**src/wwat_defs.svh**
```systemverilog
// Purpose: named offsets, fields, codes and timing for the watchdog with address trap
// Assumes: included by bare name from design modules and the bench
// Notes: definitions only
`ifndef WWAT_DEFS_SVH
`define WWAT_DEFS_SVH

// ****************************************
// register indices (byte address = 4 * index)
// ****************************************
`define WWAT_IDX_CONFIG 8'h34
`define WWAT_IDX_COMMAND 8'h35
`define WWAT_IDX_STATUS 8'h36
`define WWAT_IDX_W 8

// ****************************************
// config register fields
// ****************************************
`define WWAT_CFG_ACT 0
`define WWAT_CFG_TSEL_LO 1
`define WWAT_CFG_TSEL_HI 2
`define WWAT_CFG_ON 3
`define WWAT_CFG_TRAP_ACT 4
`define WWAT_CFG_RAM_TRAP 5
`define WWAT_CFG_RESET 8'h39

// ****************************************
// status register fields
// ****************************************
`define WWAT_ST_RUN 0
`define WWAT_ST_ACT 1
`define WWAT_ST_TRAP_ACT 2
`define WWAT_ST_RAM_TRAP 3
`define WWAT_ST_STAGE_LO 4
`define WWAT_ST_STAGE_HI 5
`define WWAT_ST_HOLD 6

// ****************************************
// command codes
// ****************************************
`define WWAT_CODE_CLEAR 8'h4e
`define WWAT_CODE_DISABLE 8'hb1
`define WWAT_CODE_TRAP_COMMIT 8'hd2

// ****************************************
// timing
// ****************************************
`define WWAT_CLK_PERIOD_NS 50
`define WWAT_FC_PERIOD_NS 50
`define WWAT_RST_FC_PERIODS 24
`define WWAT_RST_HOLD_CYC ((`WWAT_RST_FC_PERIODS * `WWAT_FC_PERIOD_NS) / `WWAT_CLK_PERIOD_NS)
`define WWAT_STAGE_TOP 2'h3

`endif

```
**src/wwat_pkg.sv**
```systemverilog
// Purpose: shared types of the watchdog with address trap
// Assumes: constants live in wwat_defs.svh
// Notes: no imports anywhere, use wwat_pkg::name
package wwat_pkg;
    // reset stretcher states
    typedef enum logic {
        WWAT_RST_IDLE,
        WWAT_RST_HOLD
    } wwat_rst_state_t;
    // counter stage width
    typedef logic [1:0] wwat_stage_t;
endpackage

```
**src/wwat_cnt_if.sv**
```systemverilog
// Purpose: carrier between the control logic and the divider/binary counter
// Assumes: one clock domain
// Notes: ctrl drives the counter, counter reports overflow and stage
`timescale 1ns/1ps
`default_nettype none
interface wwat_cnt_if;
    logic count_en; // low in stop and idle
    logic clear; // one-cycle clear of binary stages
    logic running; // watchdog enabled
    logic slow; // low-frequency source selected
    logic fs_tick; // one pulse per low-frequency period
    logic [1:0] tsel; // detection time select
    logic overflow; // one-cycle overflow pulse
    wwat_pkg::wwat_stage_t stage; // binary stages
    modport ctrl (output count_en, clear, running, slow, fs_tick, tsel, input overflow, stage);
    modport counter (input count_en, clear, running, slow, fs_tick, tsel, output overflow, stage);
endinterface
`default_nettype wire

```
**src/wwat_top.sv**
```systemverilog
// Purpose: watchdog timer with address trap, classic wishbone slave
// Assumes: fetch strobe and mode inputs synchronous to clk, fc equals clk
// Notes: requests leave as one-cycle pulses plus a stretched reset level
//
// Behaviour
// - watchdog counts right after reset
// - overflow gives reset or interrupt per action
// - pause in stop, idle; resume
// - clear code clears stages, not divider
// - time select picks overflow period
// - interrupt action cannot return to reset
// - config register write only, reads as zero
// - command codes clear, disable, commit trap
// - disable code works only with on bit low
// - disabled watchdog holds stages cleared
// - watchdog interrupt ignores master flag
// - new watchdog interrupt preempts, older pending
// - watchdog reset lasts at most 24 fc
// - ram trap enable needs commit code
// - special and buffer areas always trap
// - trap action selects interrupt or reset
// - trap interrupt non-maskable and preempting
// - trap reset lasts at most 24 fc
`timescale 1ns/1ps
`default_nettype none
`include "wwat_defs.svh"
module wwat_top #(
    parameter int DIV_W = 23, // fast tick exponent, shrink for simulation
    parameter int SLOW_SHIFT = 8, // fast/slow exponent difference
    parameter int FA_W = 16, // fetch address width
    parameter logic [15:0] RAM_LO = 16'h0040, // internal ram start
    parameter logic [15:0] RAM_HI = 16'h043f, // internal ram end
    parameter logic [15:0] SFR_LO = 16'h0000, // special register area start
    parameter logic [15:0] SFR_HI = 16'h003f, // special register area end
    parameter logic [15:0] DBR_LO = 16'h0f80, // data buffer area start
    parameter logic [15:0] DBR_HI = 16'h0fff // data buffer area end
) (
    input wire logic clk,
    input wire logic rstn,
    // wishbone slave
    input wire logic wb_cyc_i,
    input wire logic wb_stb_i,
    input wire logic wb_we_i,
    input wire logic [9:0] wb_adr_i,
    input wire logic [3:0] wb_sel_i,
    input wire logic [31:0] wb_dat_i,
    output logic [31:0] wb_dat_o,
    output logic wb_ack_o,
    // clock and mode inputs
    input wire logic slow_prescale_sel,
    input wire logic low_speed_mode,
    input wire logic fs_tick,
    input wire logic stop_mode,
    input wire logic idle_mode,
    // instruction fetch watch
    input wire logic fetch_valid,
    input wire logic [FA_W-1:0] fetch_addr,
    // requests
    output logic wdog_irq,
    output logic wdog_rst_req,
    output logic trap_irq,
    output logic trap_rst_req,
    output logic sys_reset_out
);
    // ****************************************
    // register state
    // ****************************************
    logic wdog_on_bit; // software enable bit
    logic wdog_running; // counter actually enabled
    logic [1:0] detect_time_sel; // overflow period select
    logic overflow_action_sel; // 1 reset, 0 interrupt; one-way to 0
    logic trap_action_sel; // 1 reset, 0 interrupt
    logic ram_trap_pending; // written, not yet committed
    logic ram_trap_enable; // committed ram trap setting
    logic clear_pulse; // one-cycle clear toward the counter
    wwat_pkg::wwat_rst_state_t rst_state; // reset stretcher state
    logic [7:0] rst_cnt; // reset stretch cycles left
    localparam logic [7:0] CFG_RST = `WWAT_CFG_RESET; // config byte after reset
    wwat_cnt_if cif (); // carrier to the divider and binary stages, declared early for the status word

    // ****************************************
    // bus decode
    // ****************************************
    logic bus_req; // active request, not yet answered
    logic wr_fire; // write commits on the ack edge
    logic [7:0] wr_byte; // lane 0 data
    logic wr_cfg; // config write
    logic wr_cmd; // command write
    logic [7:0] status; // readable state

    // word index match, low address bits must be zero
    function automatic logic hit_idx(input logic [9:0] adr, input logic [7:0] idx);
        return (adr[9:2] == idx) && (adr[1:0] == 2'h0);
    endfunction

    always_comb begin
        bus_req = wb_cyc_i && wb_stb_i && !wb_ack_o;
        wr_fire = wb_cyc_i && wb_stb_i && wb_we_i && wb_ack_o && wb_sel_i[0];
        wr_byte = wb_dat_i[7:0];
        wr_cfg = wr_fire && hit_idx(wb_adr_i, `WWAT_IDX_CONFIG);
        wr_cmd = wr_fire && hit_idx(wb_adr_i, `WWAT_IDX_COMMAND);
    end

    // one-cycle ack, also for unmapped addresses so the master never hangs
    always_ff @(posedge clk or negedge rstn) begin
        if (!rstn) begin
            wb_ack_o <= 1'b0;
        end else begin
            wb_ack_o <= bus_req;
        end
    end

    // status word gathered from live state
    always_comb begin
        status = 8'h00;
        status[`WWAT_ST_RUN] = wdog_running;
        status[`WWAT_ST_ACT] = overflow_action_sel;
        status[`WWAT_ST_TRAP_ACT] = trap_action_sel;
        status[`WWAT_ST_RAM_TRAP] = ram_trap_enable;
        status[`WWAT_ST_STAGE_HI:`WWAT_ST_STAGE_LO] = cif.stage;
        status[`WWAT_ST_HOLD] = (rst_state == wwat_pkg::WWAT_RST_HOLD);
    end

    // read data registered with the ack; config and command read as zero
    always_ff @(posedge clk or negedge rstn) begin
        if (!rstn) begin
            wb_dat_o <= 32'h0;
        end else if (bus_req && !wb_we_i && hit_idx(wb_adr_i, `WWAT_IDX_STATUS)) begin
            wb_dat_o <= {24'h0, status};
        end else begin
            wb_dat_o <= 32'h0;
        end
    end

    // ****************************************
    // config register
    // ****************************************
    // plain fields, reset leaves the watchdog on with reset action
    always_ff @(posedge clk or negedge rstn) begin
        if (!rstn) begin
            wdog_on_bit <= CFG_RST[`WWAT_CFG_ON];
            detect_time_sel <= CFG_RST[`WWAT_CFG_TSEL_HI:`WWAT_CFG_TSEL_LO];
            trap_action_sel <= CFG_RST[`WWAT_CFG_TRAP_ACT];
            ram_trap_pending <= CFG_RST[`WWAT_CFG_RAM_TRAP];
        end else if (wr_cfg) begin
            wdog_on_bit <= wr_byte[`WWAT_CFG_ON];
            detect_time_sel <= wr_byte[`WWAT_CFG_TSEL_HI:`WWAT_CFG_TSEL_LO];
            trap_action_sel <= wr_byte[`WWAT_CFG_TRAP_ACT];
            ram_trap_pending <= wr_byte[`WWAT_CFG_RAM_TRAP];
        end
    end

    // once written to 0 the action stays interrupt until reset
    always_ff @(posedge clk or negedge rstn) begin
        if (!rstn) begin
            overflow_action_sel <= CFG_RST[`WWAT_CFG_ACT];
        end else if (wr_cfg) begin
            overflow_action_sel <= overflow_action_sel & wr_byte[`WWAT_CFG_ACT];
        end
    end

    // ****************************************
    // command register
    // ****************************************
    // enable follows the on bit, disable needs the code with the bit low
    always_ff @(posedge clk or negedge rstn) begin
        if (!rstn) begin
            wdog_running <= CFG_RST[`WWAT_CFG_ON];
        end else if (wr_cfg && wr_byte[`WWAT_CFG_ON]) begin
            wdog_running <= 1'b1;
        end else if (wr_cmd && (wr_byte == `WWAT_CODE_DISABLE) && !wdog_on_bit) begin
            wdog_running <= 1'b0;
        end
    end

    // clear code only restarts the binary stages
    always_ff @(posedge clk or negedge rstn) begin
        if (!rstn) begin
            clear_pulse <= 1'b0;
        end else begin
            clear_pulse <= wr_cmd && (wr_byte == `WWAT_CODE_CLEAR);
        end
    end

    // ram trap setting is live only after the commit code
    always_ff @(posedge clk or negedge rstn) begin
        if (!rstn) begin
            ram_trap_enable <= CFG_RST[`WWAT_CFG_RAM_TRAP];
        end else if (wr_cmd && (wr_byte == `WWAT_CODE_TRAP_COMMIT)) begin
            ram_trap_enable <= ram_trap_pending;
        end
    end

    // ****************************************
    // counter
    // ****************************************
    // pause in stop and idle mode; slow source per select or low-speed mode
    always_comb begin
        cif.count_en = !(stop_mode || idle_mode);
        cif.clear = clear_pulse;
        cif.running = wdog_running;
        cif.slow = slow_prescale_sel || low_speed_mode;
        cif.fs_tick = fs_tick;
        cif.tsel = detect_time_sel;
    end

    wwat_counter #(
        .DIV_W(DIV_W),
        .SLOW_SHIFT(SLOW_SHIFT)
    ) u_counter (
        .clk(clk),
        .rstn(rstn),
        .cif(cif)
    );

    // ****************************************
    // address trap
    // ****************************************
    logic trap_hit; // fetch from a trapping area

    // inclusive range check
    function automatic logic in_range(input logic [15:0] a, input logic [15:0] lo, input logic [15:0] hi);
        return (a >= lo) && (a <= hi);
    endfunction

    always_comb begin
        trap_hit = fetch_valid && (in_range(16'(fetch_addr), SFR_LO, SFR_HI)
                   || in_range(16'(fetch_addr), DBR_LO, DBR_HI)
                   || (ram_trap_enable && in_range(16'(fetch_addr), RAM_LO, RAM_HI)));
    end

    // ****************************************
    // request pulses
    // ****************************************
    // no master flag input: both interrupts are non-maskable by design;
    // nesting and pending are the interrupt controller's job
    always_ff @(posedge clk or negedge rstn) begin
        if (!rstn) begin
            wdog_irq <= 1'b0;
            wdog_rst_req <= 1'b0;
        end else begin
            wdog_irq <= cif.overflow && !overflow_action_sel;
            wdog_rst_req <= cif.overflow && overflow_action_sel;
        end
    end

    // one pulse per trapping fetch strobe
    always_ff @(posedge clk or negedge rstn) begin
        if (!rstn) begin
            trap_irq <= 1'b0;
            trap_rst_req <= 1'b0;
        end else begin
            trap_irq <= trap_hit && !trap_action_sel;
            trap_rst_req <= trap_hit && trap_action_sel;
        end
    end

    // ****************************************
    // reset stretcher
    // ****************************************
    // holds the internal reset for a fixed 24 fc; a new request while
    // holding is absorbed so the length never exceeds the bound
    always_ff @(posedge clk or negedge rstn) begin
        if (!rstn) begin
            rst_state <= wwat_pkg::WWAT_RST_IDLE;
            rst_cnt <= 8'h0;
            sys_reset_out <= 1'b0;
        end else begin
            case (rst_state)
                wwat_pkg::WWAT_RST_IDLE: begin
                    if (wdog_rst_req || trap_rst_req) begin
                        rst_state <= wwat_pkg::WWAT_RST_HOLD;
                        rst_cnt <= 8'(`WWAT_RST_HOLD_CYC - 1);
                        sys_reset_out <= 1'b1;
                    end
                end
                wwat_pkg::WWAT_RST_HOLD: begin
                    if (rst_cnt == 8'h0) begin
                        rst_state <= wwat_pkg::WWAT_RST_IDLE;
                        sys_reset_out <= 1'b0;
                    end else begin
                        rst_cnt <= rst_cnt - 8'h1;
                    end
                end
                default: begin
                    rst_state <= wwat_pkg::WWAT_RST_IDLE;
                    sys_reset_out <= 1'b0;
                end
            endcase
        end
    end

    // ****************************************
    // checks
    // ****************************************
    logic [7:0] hold_len; // consecutive reset-high cycles, helper only

    always_ff @(posedge clk or negedge rstn) begin
        if (!rstn) begin
            hold_len <= 8'h0;
        end else if (sys_reset_out) begin
            hold_len <= hold_len + 8'h1;
        end else begin
            hold_len <= 8'h0;
        end
    end
endmodule
`default_nettype wire

```
**src/wwat_counter.sv**
```systemverilog
// Purpose: internal divider followed by a two-stage binary counter
// Assumes: fs_tick is synchronous to clk
// Notes: overflow after four divider ticks, i.e. 2^(exp+2) source periods
`timescale 1ns/1ps
`default_nettype none
`include "wwat_defs.svh"
module wwat_counter #(
    parameter int DIV_W = 23, // fast tick exponent for the longest time
    parameter int SLOW_SHIFT = 8 // fast/slow exponent difference
) (
    input wire logic clk,
    input wire logic rstn,
    wwat_cnt_if.counter cif
);
    // ****************************************
    // divider
    // ****************************************
    logic [DIV_W-1:0] divider; // free running, never cleared by software
    logic src_tick; // one source period elapsed
    logic tick; // divider tap carry
    logic [DIV_W:0] mask; // low bits that must be all ones

    // tap exponent from time select and source
    function automatic int tap_exp(input logic [1:0] sel, input logic slow);
        int e;
        e = DIV_W - 2 * int'(sel);
        if (slow) begin
            e = e - SLOW_SHIFT;
        end
        return e;
    endfunction

    always_comb begin
        src_tick = cif.slow ? cif.fs_tick : 1'b1;
        mask = (DIV_W+1)'((64'h1 << tap_exp(cif.tsel, cif.slow)) - 64'h1);
        tick = src_tick && cif.count_en && (({1'b0, divider} & mask) == mask);
    end

    // divider pauses with the low-power modes, keeps running otherwise
    always_ff @(posedge clk or negedge rstn) begin
        if (!rstn) begin
            divider <= '0;
        end else if (src_tick && cif.count_en) begin
            divider <= divider + 1'b1;
        end
    end

    // ****************************************
    // binary stages
    // ****************************************
    // clear and disable touch only the stages, not the divider
    always_ff @(posedge clk or negedge rstn) begin
        if (!rstn) begin
            cif.stage <= '0;
        end else if (!cif.running || cif.clear) begin
            cif.stage <= '0;
        end else if (tick) begin
            cif.stage <= cif.stage + 2'h1;
        end
    end

    // overflow pulse when the top stage wraps
    always_ff @(posedge clk or negedge rstn) begin
        if (!rstn) begin
            cif.overflow <= 1'b0;
        end else begin
            cif.overflow <= tick && cif.running && !cif.clear && (cif.stage == `WWAT_STAGE_TOP);
        end
    end
endmodule
`default_nettype wire

```
**config.mk**
```make
export PLATFORM = sky130hd
export DESIGN_NAME = wwat_top
export DESIGN_NICKNAME = d
export VERILOG_FILES = /design/src/wwat_pkg.sv /design/src/wwat_cnt_if.sv /design/src/wwat_top.sv /design/src/wwat_counter.sv
export VERILOG_INCLUDE_DIRS = /design/src /design/src/src
export SDC_FILE = /design/constraint.sdc
export NUM_CORES = 1
export LEC_CHECK = 0
export BUFFER_PORTS_ARGS = -buffer_cell sky130_fd_sc_hd__clkbuf_2
export CORE_ASPECT_RATIO = 1.2
export CORE_MARGIN = 2
export CORE_UTILIZATION = 53
export CTS_CLUSTER_DIAMETER = 120
export CTS_CLUSTER_SIZE = 25
export DETAILED_ROUTE_END_ITERATION = 8
export PLACE_DENSITY_LB_ADDON = 0.25
export SLEW_MARGIN = 20
export SYNTH_ARGS = -nofsm -noshare
export SYNTH_HDL_FRONTEND = slang
export SYNTH_SLANG_ARGS = --single-unit
```
**constraint.sdc**
```tcl
create_clock -name clk -period 4.39 [get_ports clk]
set_input_delay 0.6585 -clock clk [delete_from_list [all_inputs] [get_ports clk]]
set_output_delay 0.6585 -clock clk [all_outputs]
set_load 0.01 [all_outputs]
```
==> metrics.md <==
| Metric | Value |
|---|---|
| Yosys cell types | 52 |
| Worst Setup SP | cif.tsel[1] |
| Setup Buffers After CTS | 0 |
| FF-to-FF setup slack | 1.45 ns |
| DRT Pass-1 Iters | 4 |
| Via count | around 2200 |
| Row cnt | 29 |
| Top post-synthesis cells by area | dfrtp_1 (44%), buf_4 (6.4%), dfstp_2 (5.4%) |
| Htree depth | 3 |
| Crit path DAT | 3.22 ns |
| Most used DFF post-synth | dfrtp_1 |
| Grt ovf | 0 |
| First-pass GRT wire length | 8963 µm |
| Asr flop ratio synth | 1.000 |
| Post-DP HPWL | 3844 µm |
| Status | finished clean |
| # diodes | 0 |
| Setup TNS | 0 ns |
| Max Clk Rate | 340.3 MHz |
| Synth warn | 0 |
| Post-layout util | 0.6301 |
| Root Buffer Master | clkbuf_8 |
| Worst R2R End | u_counter.cif.stage[0] |
| DRT Wirelength | 5192 µm |
| CP Launch Type | register |
| Multi-input logic area | 0.001353 mm² |
| Placer Congestion | 0.7783 |
| FF-to-FF Start | cif.tsel[1] |
| Final period util | 0.6695 |
| Average wire per standard cell | 12.69 µm |
| Number of global-route vias before repair | roughly 2100 |
| VDD IR max | 0.0002410 V |
| PortBufs | 52 |
| Die X | 71.81 µm |
| Die height | 85.37 µm |
| Post-synthesis sequential area ratio | 0.4904 |
| Post-synthesis compound-gate area fraction | 0.08130 |
| First DRT Iteration DRCs | between 40 and 50 |
| Post-Synth Simple-Gate Area | 0.2165 |
| Nets | 421 |
| CTS tree | built |
| Crit Path Category | register to register |
| Min Tclk post-route | a little under 3 ns |
| Commonest non-fill, non-tap cell in the layout | clkbuf_2 |
| Die area | 0.006130 mm² |
| Number of synthesized flops with an enable pin | 0 |
| Mux cell area share after synthesis | 0.03766 |
| Clk_lat worst skew | 0.34 ns |
| Leakage | between 0.0015 and 0.002 µW |
| Clk_skew | just under 0.008 ns |
| Synthesized instance count | 282 |
| Top-area cell type share of the netlist area | 0.4365 |
| Worst-Margin Slew | ~0.7 ns |
| Max Cap Violations | 0 |
| Worst Reg-to-Reg Cells | 8 |
| Worst slew margin | 0.5319 |
| Mapped Area | 0.002924 mm² |
| Clock-pin slew on the worst setup and hold paths | 0.06 ns |
| Initial antenna violation count | 0 |
| Starting density of the core | 0.5520 |
| P per Cell Area | 338.8 mW/mm² |
| Share of cells above drive strength 1 | 0.2536 |
| Fillers | 467 |
| Routed Antenna Nets | 0 |
| Clock sinks | 57 |
| Post-Synth XOR/XNOR Area | 0.06590 |
| FF+latch area | between 0.001 and 0.0015 mm² |
| Critical Path Sink Type | register |
| Final setup vio count | 0 |
| All-Layer GR Usage | 0.1909 |
| Cts hold-fix bufs | 0 |
| Worst hold path type | primary input to async pin |
| IO Count | roughly 110 |
| Largest family of logic cells by synthesized area | simple AND/OR/NAND/NOR gates |
| CTS resizes | 0 |
| Pin count of the biggest net entering global routing | 58 |
| Final Max Tran Viols | 0 |
| FF+latch count, synth | 57 |
| Adder-Cell Fraction of Synth Area | 0.02910 |
| CP required | 4.67 ns |
| Core Area | around 0.0053 mm² |
| Synth area leader | dfrtp_1 |
| Max Root-Sink Buffers | 2 |
| DRC | 0 |
| DR vias/cell | 5.286 |
| Synth Area per Inst | just over 10 µm² |
| RSZ-0062 raised after global routing | false |
| Critical path fanouts, max | 11 |
| Final hold viol count | 0 |
| Area grow syn2layout | 14.16% |
| Most frequent cells in the layout | clkbuf_2 (52), dfrtp_1 (51), nand2_1 (27) |
| Total CTS buffers | 9 |
## flip-flops by register name (all words and copies together) (netlist names), 2 cells and up
signal               flops
u_counter.cif.stage      2
u_counter.divider       23
rst_cnt                  8
wb_dat_o                 7
cif.tsel                 2
## area by class of cell
cell class	count	area share
Clock inverter	4	0.01349
Sequential cell	57	0.4295
Multi-Input combinational cell	214	0.4052
Timing Repair Buffer	53	0.08021
Inverter	7	0.007871
Tap cell	62	0.02324
Clock buffer	12	0.04048
## routing by layer
| metal | share of wire | vias to the layer above | global-route usage |
|---|---|---|---|
| li1 | - | 1062 | - |
| met1 | 0.43 | 1050 | 0.2137 |
| met2 | 0.51 | 37 | 0.3173 |
| met3 | 0.042 | 13 | 0.06770 |
| met4 | 0.025 | 0 | 0.09949 |
| met5 | 0 | - | 0 |
## critical path, stage by stage, from the launching register on
cell and delay (ns):
dfrtp_1 0.51, or3b_2 0.48, ha_1 0.29, nand2_1 0.10, a221oi_1 0.05, or3b_1 0.38, or4b_1 0.48, or4b_1 0.50
nand2_1 0.07
## through the flow
stage | setup WS, ns | instance area (µm²) | std cells | total power [µW] | hold WS, ns
2_1_floorplan | 1.413 | 3014 | 306 | 646.5 | 0.3629
3_3_place_gp | 1.137 | 3158 | 393 | 675.3 | 0.4494
3_5_place_dp | 1.115 | 3158 | 393 | 679.4 | 0.4619
4_1_cts | 1.442 | 3338 | 409 | 1146 | 0.4668
5_1_grt | 1.279 | 3338 | 409 | 1184 | 0.4896
6_report | 1.451 | 3338 | 409 | 1131 | 0.4517
## how the worst max path moves through the flow
stage / end / cells after the start / slack, ns
2_1_floorplan: u_counter.cif.stage[0] / 9 / 1.41
3_3_place_gp: u_counter.cif.stage[0] / 9 / 1.14
3_5_place_dp: u_counter.cif.stage[0] / 10 / 1.12
4_1_cts: u_counter.cif.stage[0] / 8 / 1.44
5_1_grt: u_counter.cif.stage[0] / 8 / 1.28
6_report: u_counter.cif.stage[0] / 8 / 1.45
## Yosys cell counts (all sizes together), types with 4 or more instances
| cell | count |
|---|---|
| xor2 | 9 |
| nand4 | 5 |
| nand2 | 27 |
| a21oi | 5 |
| inv | 7 |
| and3 | 5 |
| and2 | 9 |
| buf | 27 |
| or3 | 4 |
| nor4 | 4 |
| nor2 | 25 |
| mux2 | 8 |
| nor3 | 6 |
| xnor2 | 13 |
| dfstp | 6 |
| ha | 6 |
| dfrtp | 51 |
| nand3 | 11 |
| o21ai | 9 |
## power by group
part / internal, µW / switching, µW
registers: 547 / 28.3
logic: 42.6 / 53.3
clock network: 259 / 200
## cells by family after synthesis
family / Yosys count
AOI/OAI and AO/OA: 33
xor gates and xnor gates: 22
adders and majority gates: 7
buffers and inverters: 35
DFF: 57
muxes: 10
other: 1
and+or+nand+nor: 117
No activity file was read; power rests on OpenSTA's default activity.
